===== src/pkg/ipl4_pkg.sv =====
package ipl4_pkg;
	localparam int HPOS_W = 12;
	typedef logic [HPOS_W-1:0] ipl4_pos_t;

	localparam logic [15:0] ETYPE_IPV6 = 16'h86DD;

	// Base header layout
	localparam ipl4_pos_t BASE_LEN = 12'h028;
	localparam ipl4_pos_t BASE_TC_HI_POS = 12'h000;
	localparam ipl4_pos_t BASE_TC_LO_POS = 12'h001;
	localparam ipl4_pos_t BASE_NH_POS = 12'h006;
	localparam ipl4_pos_t BASE_HL_POS = 12'h007;

	// Extension header layout
	localparam ipl4_pos_t EXT_NH_POS = 12'h000;
	localparam ipl4_pos_t EXT_LEN_POS = 12'h001;
	localparam ipl4_pos_t EXT_GEN_BIAS = 12'h001;
	localparam ipl4_pos_t EXT_AH_BIAS = 12'h002;
	localparam int EXT_GEN_SHIFT = 3;
	localparam int EXT_AH_SHIFT = 2;
	localparam ipl4_pos_t FRAG_LEN = 12'h008;

	// Upper-layer layout
	localparam ipl4_pos_t L4_SPORT_HI = 12'h000;
	localparam ipl4_pos_t L4_SPORT_LO = 12'h001;
	localparam ipl4_pos_t L4_DPORT_HI = 12'h002;
	localparam ipl4_pos_t L4_DPORT_LO = 12'h003;
	localparam ipl4_pos_t TCP_DOFF_POS = 12'h00C;
	localparam ipl4_pos_t TCP_FLAG_POS = 12'h00D;
	localparam logic [3:0] TCP_DOFF_MIN = 4'h5;
	localparam ipl4_pos_t UDP_W2_HI = 12'h004;
	localparam ipl4_pos_t UDP_W2_LO = 12'h005;
	localparam ipl4_pos_t UDP_LAST = 12'h007;
	localparam ipl4_pos_t ICMP_TYPE_POS = 12'h000;
	localparam ipl4_pos_t ICMP_CODE_POS = 12'h001;
	localparam ipl4_pos_t ICMP_LAST = 12'h003;

	// Next-header codes
	localparam logic [7:0] NH_HBH = 8'h00;
	localparam logic [7:0] NH_DST = 8'h3C;
	localparam logic [7:0] NH_RT = 8'h2B;
	localparam logic [7:0] NH_FRAG = 8'h2C;
	localparam logic [7:0] NH_AH = 8'h33;
	localparam logic [7:0] NH_ESP = 8'h32;
	localparam logic [7:0] NH_TCP = 8'h06;
	localparam logic [7:0] NH_UDP = 8'h11;
	localparam logic [7:0] NH_UDPL = 8'h88;
	localparam logic [7:0] NH_ICMP4 = 8'h01;
	localparam logic [7:0] NH_IGMP = 8'h02;
	localparam logic [7:0] NH_ICMP6 = 8'h3A;

	// Seen-mask bit positions
	localparam int SEEN_HBH = 0;
	localparam int SEEN_DST_PRE = 1;
	localparam int SEEN_RT = 2;
	localparam int SEEN_FRAG = 3;
	localparam int SEEN_AH = 4;
	localparam int SEEN_DST_POST = 5;
	localparam int SEEN_W = 6;

	typedef enum logic [2:0] {
		CLS_NONE = 3'b000,
		CLS_TCP = 3'b001,
		CLS_UDP = 3'b010,
		CLS_UDPL = 3'b011,
		CLS_ICMP4 = 3'b100,
		CLS_IGMP = 3'b101,
		CLS_ICMP6 = 3'b110,
		CLS_ESP = 3'b111
	} ipl4_cls_t;

	typedef enum logic [2:0] {
		ACT_EXT = 3'b000,
		ACT_AH = 3'b001,
		ACT_FRAG = 3'b010,
		ACT_L4 = 3'b011,
		ACT_STOP = 3'b100,
		ACT_ERR = 3'b101
	} ipl4_act_t;

	typedef enum logic [2:0] {
		ST_WAIT = 3'b000,
		ST_BASE = 3'b001,
		ST_EXT = 3'b010,
		ST_L4 = 3'b011,
		ST_DONE = 3'b100
	} ipl4_state_t;
endpackage : ipl4_pkg


===== src/rtl/ipl4_nh_dec.sv =====
`timescale 1ns/10ps
module ipl4_nh_dec (
	input wire logic [7:0] code_i,
	input wire logic first_i,
	input wire logic [ipl4_pkg::SEEN_W-1:0] seen_i,
	output ipl4_pkg::ipl4_act_t act_o,
	output logic [ipl4_pkg::SEEN_W-1:0] set_o,
	output ipl4_pkg::ipl4_cls_t cls_o
);
	// Classify a next-header code against the chain seen so far
	always_comb begin
		act_o = ipl4_pkg::ACT_L4;
		set_o = '0;
		cls_o = ipl4_pkg::CLS_NONE;
		case (code_i)
			ipl4_pkg::NH_HBH: begin
				if (first_i && !seen_i[ipl4_pkg::SEEN_HBH]) begin
					act_o = ipl4_pkg::ACT_EXT;
					set_o[ipl4_pkg::SEEN_HBH] = 1'b1;
				end else begin
					act_o = ipl4_pkg::ACT_ERR;
				end
			end
			ipl4_pkg::NH_DST: begin
				if (seen_i[ipl4_pkg::SEEN_RT]) begin
					act_o = seen_i[ipl4_pkg::SEEN_DST_POST] ? ipl4_pkg::ACT_ERR : ipl4_pkg::ACT_EXT;
					set_o[ipl4_pkg::SEEN_DST_POST] = 1'b1;
				end else begin
					act_o = seen_i[ipl4_pkg::SEEN_DST_PRE] ? ipl4_pkg::ACT_ERR : ipl4_pkg::ACT_EXT;
					set_o[ipl4_pkg::SEEN_DST_PRE] = 1'b1;
				end
			end
			ipl4_pkg::NH_RT: begin
				act_o = seen_i[ipl4_pkg::SEEN_RT] ? ipl4_pkg::ACT_ERR : ipl4_pkg::ACT_EXT;
				set_o[ipl4_pkg::SEEN_RT] = 1'b1;
			end
			ipl4_pkg::NH_FRAG: begin
				act_o = seen_i[ipl4_pkg::SEEN_FRAG] ? ipl4_pkg::ACT_ERR : ipl4_pkg::ACT_FRAG;
				set_o[ipl4_pkg::SEEN_FRAG] = 1'b1;
			end
			ipl4_pkg::NH_AH: begin
				act_o = seen_i[ipl4_pkg::SEEN_AH] ? ipl4_pkg::ACT_ERR : ipl4_pkg::ACT_AH;
				set_o[ipl4_pkg::SEEN_AH] = 1'b1;
			end
			ipl4_pkg::NH_ESP: begin
				act_o = ipl4_pkg::ACT_STOP;
				cls_o = ipl4_pkg::CLS_ESP;
			end
			ipl4_pkg::NH_TCP: cls_o = ipl4_pkg::CLS_TCP;
			ipl4_pkg::NH_UDP: cls_o = ipl4_pkg::CLS_UDP;
			ipl4_pkg::NH_UDPL: cls_o = ipl4_pkg::CLS_UDPL;
			ipl4_pkg::NH_ICMP4: cls_o = ipl4_pkg::CLS_ICMP4;
			ipl4_pkg::NH_IGMP: cls_o = ipl4_pkg::CLS_IGMP;
			ipl4_pkg::NH_ICMP6: cls_o = ipl4_pkg::CLS_ICMP6;
			default: act_o = ipl4_pkg::ACT_STOP;
		endcase
	end
endmodule : ipl4_nh_dec


===== src/rtl/ipl4_parser.sv =====
`timescale 1ns/10ps
module ipl4_parser #(
	parameter int OFF_W = 14
) (
	input wire logic CLK_I,
	input wire logic RST_I,
	input wire logic [7:0] RX_DATA_I,
	input wire logic RX_VALID_I,
	input wire logic RX_SOP_I,
	input wire logic RX_EOP_I,
	input wire logic [15:0] ETYPE_I,
	input wire logic [OFF_W-1:0] L2_END_I,
	output logic PARSE_DONE_O,
	output logic IPV6_O,
	output logic [7:0] TOS_O,
	output logic [7:0] TTL_O,
	output logic [OFF_W-1:0] L3_HEADER_END_OFFSET_O,
	output logic [7:0] L4_PROTO_O,
	output logic [2:0] L4_CLASS_O,
	output logic CHAIN_ERR_O,
	output logic TRUNC_O,
	output logic AUTH_O,
	output logic FRAG_O,
	output logic [15:0] SRC_PORT_O,
	output logic [15:0] DST_PORT_O,
	output logic [15:0] UDP_WORD2_O,
	output logic [3:0] TCP_HLEN_O,
	output logic TCP_HLEN_ERR_O,
	output logic [5:0] TCP_FLAGS_O,
	output logic [2:0] TCP_ECN_O,
	output logic [7:0] ICMP_TYPE_O,
	output logic [7:0] ICMP_CODE_O
);
	typedef struct packed {
		// Walk control
		ipl4_pkg::ipl4_state_t st;
		ipl4_pkg::ipl4_act_t kind;
		ipl4_pkg::ipl4_pos_t pos;
		ipl4_pkg::ipl4_pos_t hlen;

		// Chain bookkeeping
		logic first;
		logic [ipl4_pkg::SEEN_W-1:0] seen;
		logic [7:0] nh;
		logic [OFF_W-1:0] cnt;

		// Base header results
		logic done;
		logic ipv6;
		logic [7:0] tos;
		logic [7:0] ttl;
		logic [OFF_W-1:0] l3end;

		// Chain outcome
		logic [7:0] proto;
		ipl4_pkg::ipl4_cls_t cls;
		logic chain_err;
		logic trunc;
		logic auth;
		logic frag;

		// Upper-layer fields
		logic [15:0] sport;
		logic [15:0] dport;
		logic [15:0] w2;
		logic [3:0] doff;
		logic doff_err;
		logic [5:0] flags;
		logic [2:0] ecn;
		logic [7:0] itype;
		logic [7:0] icode;
	} ipl4_st_t;

	localparam ipl4_st_t ST_RST = '0;

	// Walk state and its next value
	ipl4_st_t state_ff;
	ipl4_st_t nxt_state;

	// Decoder outputs
	ipl4_pkg::ipl4_act_t dec_act;
	logic [ipl4_pkg::SEEN_W-1:0] dec_set;
	ipl4_pkg::ipl4_cls_t dec_cls;

	// Extension header size from its kind and length byte
	function automatic ipl4_pkg::ipl4_pos_t ext_len(input ipl4_pkg::ipl4_act_t kind, input logic [7:0] len);
		ipl4_pkg::ipl4_pos_t wide;
		wide = {4'h0, len};
		case (kind)
			ipl4_pkg::ACT_AH: ext_len = (wide + ipl4_pkg::EXT_AH_BIAS) << ipl4_pkg::EXT_AH_SHIFT;
			ipl4_pkg::ACT_FRAG: ext_len = ipl4_pkg::FRAG_LEN;
			default: ext_len = (wide + ipl4_pkg::EXT_GEN_BIAS) << ipl4_pkg::EXT_GEN_SHIFT;
		endcase
	endfunction : ext_len

	// Last fixed byte of each upper-layer header that is read
	function automatic ipl4_pkg::ipl4_pos_t l4_last(input ipl4_pkg::ipl4_cls_t cls);
		case (cls)
			ipl4_pkg::CLS_TCP: l4_last = ipl4_pkg::TCP_FLAG_POS;
			ipl4_pkg::CLS_UDP: l4_last = ipl4_pkg::UDP_LAST;
			ipl4_pkg::CLS_UDPL: l4_last = ipl4_pkg::UDP_LAST;
			default: l4_last = ipl4_pkg::ICMP_LAST;
		endcase
	endfunction : l4_last

	// Next-header decode of the header just walked
	ipl4_nh_dec u_dec (
		.code_i(state_ff.nh),
		.first_i(state_ff.first),
		.seen_i(state_ff.seen),
		.act_o(dec_act),
		.set_o(dec_set),
		.cls_o(dec_cls)
	);

	// Byte-wise walk of base, extension chain and upper-layer header
	always_comb begin
		logic [OFF_W-1:0] cur_off;
		ipl4_pkg::ipl4_pos_t pos;
		logic hdr_end;
		logic is_port;
		cur_off = '0;
		pos = '0;
		hdr_end = 1'b0;
		is_port = 1'b0;
		nxt_state = state_ff;
		nxt_state.done = 1'b0;
		// Only qualified bytes move the walk
		if (RX_VALID_I) begin
			// Frame offset of this byte, zero at start of frame
			cur_off = RX_SOP_I ? '0 : state_ff.cnt;
			if (RX_SOP_I) begin
				nxt_state = ST_RST;
			end
			nxt_state.cnt = cur_off + OFF_W'(1);
			// Layer 3 start point reached
			if (nxt_state.st == ipl4_pkg::ST_WAIT && cur_off == L2_END_I) begin
				if (ETYPE_I == ipl4_pkg::ETYPE_IPV6) begin
					nxt_state.st = ipl4_pkg::ST_BASE;
					nxt_state.pos = '0;
					nxt_state.hlen = ipl4_pkg::BASE_LEN;
					nxt_state.first = 1'b1;
					nxt_state.ipv6 = 1'b1;
				end else begin
					nxt_state.st = ipl4_pkg::ST_DONE;
					nxt_state.done = 1'b1;
				end
			end

			// Byte position inside the current header
			pos = nxt_state.pos;
			nxt_state.pos = pos + ipl4_pkg::ipl4_pos_t'(1);
			// Upper-layer kinds that carry port numbers
			is_port = nxt_state.cls == ipl4_pkg::CLS_TCP || nxt_state.cls == ipl4_pkg::CLS_UDP ||
				nxt_state.cls == ipl4_pkg::CLS_UDPL;
			// Field capture per walk state
			case (nxt_state.st)
				ipl4_pkg::ST_BASE: begin
					if (pos == ipl4_pkg::BASE_TC_HI_POS) begin
						nxt_state.tos[7:4] = RX_DATA_I[3:0];
					end
					if (pos == ipl4_pkg::BASE_TC_LO_POS) begin
						nxt_state.tos[3:0] = RX_DATA_I[7:4];
					end
					if (pos == ipl4_pkg::BASE_NH_POS) begin
						nxt_state.nh = RX_DATA_I;
					end
					if (pos == ipl4_pkg::BASE_HL_POS) begin
						nxt_state.ttl = RX_DATA_I;
					end
					// Base header is a fixed forty octets
					hdr_end = pos == nxt_state.hlen - ipl4_pkg::ipl4_pos_t'(1);
				end
				ipl4_pkg::ST_EXT: begin
					if (pos == ipl4_pkg::EXT_NH_POS) begin
						nxt_state.nh = RX_DATA_I;
					end
					if (pos == ipl4_pkg::EXT_LEN_POS) begin
						nxt_state.hlen = ext_len(nxt_state.kind, RX_DATA_I);
					end
					// Size known once the length byte is in
					hdr_end = pos == nxt_state.hlen - ipl4_pkg::ipl4_pos_t'(1);
				end
				ipl4_pkg::ST_L4: begin
					// Field location only, checksums pass untouched
					if (is_port && pos == ipl4_pkg::L4_SPORT_HI) begin
						nxt_state.sport[15:8] = RX_DATA_I;
					end
					if (is_port && pos == ipl4_pkg::L4_SPORT_LO) begin
						nxt_state.sport[7:0] = RX_DATA_I;
					end
					if (is_port && pos == ipl4_pkg::L4_DPORT_HI) begin
						nxt_state.dport[15:8] = RX_DATA_I;
					end
					if (is_port && pos == ipl4_pkg::L4_DPORT_LO) begin
						nxt_state.dport[7:0] = RX_DATA_I;
					end
					// TCP length and control bits
					if (nxt_state.cls == ipl4_pkg::CLS_TCP && pos == ipl4_pkg::TCP_DOFF_POS) begin
						nxt_state.doff = RX_DATA_I[7:4];
						nxt_state.doff_err = RX_DATA_I[7:4] < ipl4_pkg::TCP_DOFF_MIN;
						nxt_state.ecn[2] = RX_DATA_I[0];
					end
					if (nxt_state.cls == ipl4_pkg::CLS_TCP && pos == ipl4_pkg::TCP_FLAG_POS) begin
						nxt_state.ecn[1:0] = RX_DATA_I[7:6];
						nxt_state.flags = RX_DATA_I[5:0];
					end
					// Second word of UDP and UDPLite
					if (is_port && nxt_state.cls != ipl4_pkg::CLS_TCP && pos == ipl4_pkg::UDP_W2_HI) begin
						nxt_state.w2[15:8] = RX_DATA_I;
					end
					if (is_port && nxt_state.cls != ipl4_pkg::CLS_TCP && pos == ipl4_pkg::UDP_W2_LO) begin
						nxt_state.w2[7:0] = RX_DATA_I;
					end
					// Message type and code
					if (!is_port && pos == ipl4_pkg::ICMP_TYPE_POS) begin
						nxt_state.itype = RX_DATA_I;
					end
					if (!is_port && pos == ipl4_pkg::ICMP_CODE_POS) begin
						nxt_state.icode = RX_DATA_I;
					end
					// Header read to its last fixed byte
					if (pos == l4_last(nxt_state.cls)) begin
						nxt_state.st = ipl4_pkg::ST_DONE;
						nxt_state.done = 1'b1;
					end
				end
				default: begin
					nxt_state.pos = pos;
				end
			endcase
			// Step to the following header
			if (hdr_end) begin
				nxt_state.l3end = cur_off + OFF_W'(1);
				nxt_state.first = 1'b0;
				nxt_state.pos = '0;
				// Code that ended this header decides the next
				nxt_state.proto = state_ff.nh;
				nxt_state.cls = dec_cls;
				case (dec_act)
					ipl4_pkg::ACT_EXT, ipl4_pkg::ACT_AH, ipl4_pkg::ACT_FRAG: begin
						nxt_state.st = ipl4_pkg::ST_EXT;
						nxt_state.kind = dec_act;
						nxt_state.hlen = ipl4_pkg::FRAG_LEN;
						nxt_state.seen = state_ff.seen | dec_set;
						nxt_state.auth = state_ff.auth | (dec_act == ipl4_pkg::ACT_AH);
						nxt_state.frag = state_ff.frag | (dec_act == ipl4_pkg::ACT_FRAG);
					end
					ipl4_pkg::ACT_L4: begin
						nxt_state.st = ipl4_pkg::ST_L4;
					end
					default: begin
						nxt_state.st = ipl4_pkg::ST_DONE;
						nxt_state.done = 1'b1;
						nxt_state.chain_err = dec_act == ipl4_pkg::ACT_ERR;
					end
				endcase
			end
			// Frame ended before the parse finished
			if (RX_EOP_I && nxt_state.st != ipl4_pkg::ST_DONE) begin
				nxt_state.trunc = nxt_state.st != ipl4_pkg::ST_WAIT;
				nxt_state.st = ipl4_pkg::ST_DONE;
				nxt_state.done = 1'b1;
			end
		end
	end

	// State register
	always_ff @(posedge CLK_I or posedge RST_I) begin
		if (RST_I) begin
			state_ff <= ST_RST;
		end else begin
			state_ff <= nxt_state;
		end
	end

	// Results straight from the state register
	assign PARSE_DONE_O = state_ff.done;
	assign IPV6_O = state_ff.ipv6;
	assign TOS_O = state_ff.tos;
	assign TTL_O = state_ff.ttl;
	assign L3_HEADER_END_OFFSET_O = state_ff.l3end;

	// Chain outcome flags
	assign L4_PROTO_O = state_ff.proto;
	assign L4_CLASS_O = state_ff.cls;
	assign CHAIN_ERR_O = state_ff.chain_err;
	assign TRUNC_O = state_ff.trunc;
	assign AUTH_O = state_ff.auth;
	assign FRAG_O = state_ff.frag;

	// Port numbers and second word
	assign SRC_PORT_O = state_ff.sport;
	assign DST_PORT_O = state_ff.dport;
	assign UDP_WORD2_O = state_ff.w2;

	// TCP length, flags and congestion bits
	assign TCP_HLEN_O = state_ff.doff;
	assign TCP_HLEN_ERR_O = state_ff.doff_err;
	assign TCP_FLAGS_O = state_ff.flags;
	assign TCP_ECN_O = state_ff.ecn;

	// Message type and code
	assign ICMP_TYPE_O = state_ff.itype;
	assign ICMP_CODE_O = state_ff.icode;
endmodule : ipl4_parser

===== config.mk =====
export PLATFORM = sky130hd
export DESIGN_NAME = ipl4_parser
export DESIGN_NICKNAME = d
export VERILOG_FILES = /design/src/pkg/ipl4_pkg.sv /design/src/rtl/ipl4_nh_dec.sv /design/src/rtl/ipl4_parser.sv
export SDC_FILE = /design/constraint.sdc
export NUM_CORES = 1
export LEC_CHECK = 0
export BUFFER_PORTS_ARGS = -buffer_cell sky130_fd_sc_hd__buf_2
export CAP_MARGIN = 20
export CORE_UTILIZATION = 30
export CTS_BUF_LIST = sky130_fd_sc_hd__clkbuf_8 sky130_fd_sc_hd__clkbuf_16
export DETAILED_ROUTE_END_ITERATION = 12
export PLACE_DENSITY_LB_ADDON = 0.2
export SLEW_MARGIN = 0
export SYNTH_ARGS = -nofsm -noshare
export SYNTH_HDL_FRONTEND = slang
export SYNTH_SLANG_ARGS = --single-unit

===== constraint.sdc =====
create_clock -name CLK_I -period 6.6 [get_ports CLK_I]
set_input_delay 0.33 -clock CLK_I [delete_from_list [all_inputs] [get_ports CLK_I]]
set_output_delay 0.33 -clock CLK_I [all_outputs]
set_load 0.03 [all_outputs]

==> metrics.cfg <==
[cells_and_area]
nets = 1242
diodes = 0
area_growth_pct = 9.91
drive_gt1_frac = 0.195
fillers = 3686
final_util = 0.336
finalInstanceArea_mm2 = 0.0116

[synthesis]
netlist_instances = 1164
synthAdderAreaFrac = 0.00948
syn_nets = 1215
synth_common_cells = dfrtp_1, nand2_1, buf_4
synth-edff-count = 0
postSynth.asyncResetShare = 1.00
yosysMostFrequentCell = dfrtp_1
synth_area_leaders = dfrtp_1, buf_4, nand2_1
yosysSeqAreaShare = 0.436
synth_xor_area_frac = 0.0315
synth_largest_area_cell = dfrtp_1
synthFlopType = dfrtp_1
synthesis.area_mm2 = 0.0106
synth-compound-area-share = 0.202
yosysUniqueCellTypes = 78
synth.area.mux_share = 0.00996
ys_ff_latch = 184
yosysWarnings = 0
synth-simple-area-share = 0.196
synth_top_family_by_area = compound AO/OA/AOI/OAI gates
synth_area_per_cell_um2 = 9.07
synth_top_area_share = 0.436

[sta]
max_freq_mhz = 171
setup_violations = 0
rsz0062_at_grt = false
hold_violations = 0
drv_slew = 0
post-route-min-period_ns = 5.86
worst_pin_slew_ns = 1.00
finalClockSkew_ns = 0.0147
holdWs_ns = 0.00890
fin_tns_setup_ns = 0
finalWorstSetupSlack_ns = 0.737
slew_headroom = 0.330
min_period_over_period = 0.888

[placement]
dp_slack_ns = 0.495
place.gp.congestion = 0.912
dpl-instance-area_mm2 = 0.0110
portBuffers = 167
dp_hpwl_um = 22800

[clock_tree]
cts.reportedPaths.clkPinSlew_ns = 0.07
cts_tree = done
cts_max_level = 4
root_buffer = clkbuf_16
clk-insertion-delay-late_ns = 0.45
cts.path.max_buffers = 2
cts-buffers-inserted = 17
cts_resized = 0
hold_buffers = 0
cts_setup_buffers = 0
cts.sinks = 184

[global_route]
grt_pass1_vias = 8334
grt_usage = 0.182
grt-ovfl-total = 0
antenna_found_initial = 0
grt_pass1_wl_um = 50300
grt_start_max_net_pins = 115

[routing]
drc = 0
routed-via-count = 8748
viasPerCell = 5.27
first_pass_iters = 7
drt-initial-drc-count = 711
wl_per_cell_um = 19.3
ant_nets = 0
drt_wl_total_um = 32000

[setup_path]
arrival_ns = 6.20
critical_path_required_ns = 6.94
reg2regPathDepth = 21
path_class = flop to flop
critPathTopFamily = simple AND/OR/NAND/NOR gates
crit_path_max_fanout = 15
cp_slowest_cell = or4_1
max_stage_delay_ns = 0.84
worstPathCellList = nor4b_2 -> a22oi_1 -> a221oi_2 -> a41oi_2 -> nand2_1 -> inv_1 -> ha_1 -> and3b_1 -> and4_1 -> nor2_1 -> nand2_1 -> ha_1 -> xor2_1 -> o21ai_0 -> nor3_1 -> o2111ai_1 -> nor4_1 -> nand4_1 -> or4_1 -> a21o_4 -> a22o_1
path_depth = 21
start_kind = flop
end_kind = flop
path_buf_inv = 1

[power]
leakage_nw = 5.43
p_per_area_mw_per_mm2 = 210
ir_drop_uv = 176

[floorplan]
die-area_mm2 = 0.0359
die_h_um = 190
fp-row-count = 68
dieWidth_um = 190
ios = 168
start_util = 0.306
core_mm2 = 0.0345

[flow_run]
max_cap_violations = 0

[min_path]
hold_path.class = primary input to async pin

[outcome]
status = finished, final reports clean

state kept, by name, indices dropped and copies added (netlist names), 8 cells and up:
| register | cells |
|---|---|
| ICMP_CODE_O | 8 |
| L3_HEADER_END_OFFSET_O | 14 |
| SRC_PORT_O | 16 |
| UDP_WORD2_O | 16 |
| TTL_O | 8 |
| L4_PROTO_O | 8 |
| TOS_O | 8 |
| ICMP_TYPE_O | 8 |
| DST_PORT_O | 16 |
| state_ff | 59 |
area by class of cell:
type,count,area (µm²),share of cell area
clock buffers,18,439,0.0379
clock inverters,14,171,0.0148
inverters,24,97.6,0.00841
multi-input cells,780,4750,0.410
flip-flops and latches,184,4600,0.397
well taps,455,569,0.0491
repair buffers,184,963,0.0831
per-stage QoR:
step / instances / power, W
floorplan: 1164 / 0.00131
global placement: 1627 / 0.00139
detailed placement: 1627 / 0.00139
CTS: 1659 / 0.00248
global route: 1659 / 0.00255
finish: 1659 / 0.00244
power by group:
group | leakage [nW] | switching (W) | internal, W
registers | 2.56 | 0.0000169 | 0.00114
clock network | 0.292 | 0.000521 | 0.000554
logic | 2.57 | 0.000152 | 0.0000610
total | 5.43 | 0.000691 | 0.00175
cell usage in the layout (no fill, tap or decap), types with 5 or more instances in the layout:
cell type    n
mux2i_1      6
o21ai_1     17
clkbuf_16   17
nand2b_1    15
nor2_1      62
xnor2_1     20
a21oi_1     13
and2_1      13
a22oi_1      8
nor4_1      12
or4_1       10
o21ai_0    107
nor2b_1      7
inv_1       23
ha_1         8
o211ai_1     7
buf_4       17
or3_1       10
nand3_1     34
o2bb2ai_1   18
o22ai_1      5
nand2_1    175
and4_1       5
o31ai_1      5
nand4_1     16
a31oi_1      7
a22o_1      42
xor2_1      18
a21o_1      18
buf_2      167
dfrtp_1    184
a32o_1      18
nor3_1      29
kinds of logic (layout without fill, tap and decap cells):
kind of cell    count (synthesis)  in the layout
flops                         184            184
xor+xnor                       38             38
compound gates                306            306
simple gates                  418            418
mux                            10             10
buf+inv                       200            240
fa+ha+maj                       8              8
worst paths after layout:
path                                      startpoint                   endpoint  slack (ns)
max                        state_ff[125]$_DFFE_PP0P_  state_ff[160]$_DFFE_PP0P_        0.74
min                                            RST_I  L4_PROTO_O[2]$_DFFE_PP0P_       0.009
max reg2reg                state_ff[125]$_DFFE_PP0P_  state_ff[160]$_DFFE_PP0P_        0.74
min reg2reg                SRC_PORT_O[2]$_DFFE_PP0P_  SRC_PORT_O[2]$_DFFE_PP0P_        0.48
max in group asynchronous                      RST_I  state_ff[126]$_DFFE_PP0P_        5.11
min in group CLK_I                          RX_EOP_I  state_ff[183]$_DFFE_PP0P_        0.22
metal layers:
metal,GRT usage,part of all wire,vias to the layer above
li1,-,-,4130
met1,0.259,0.48,4352
met2,0.281,0.46,230
met3,0.0262,0.037,36
met4,0.0592,0.022,0
met5,0,0,-
No activity file was read; power rests on OpenSTA's default activity.
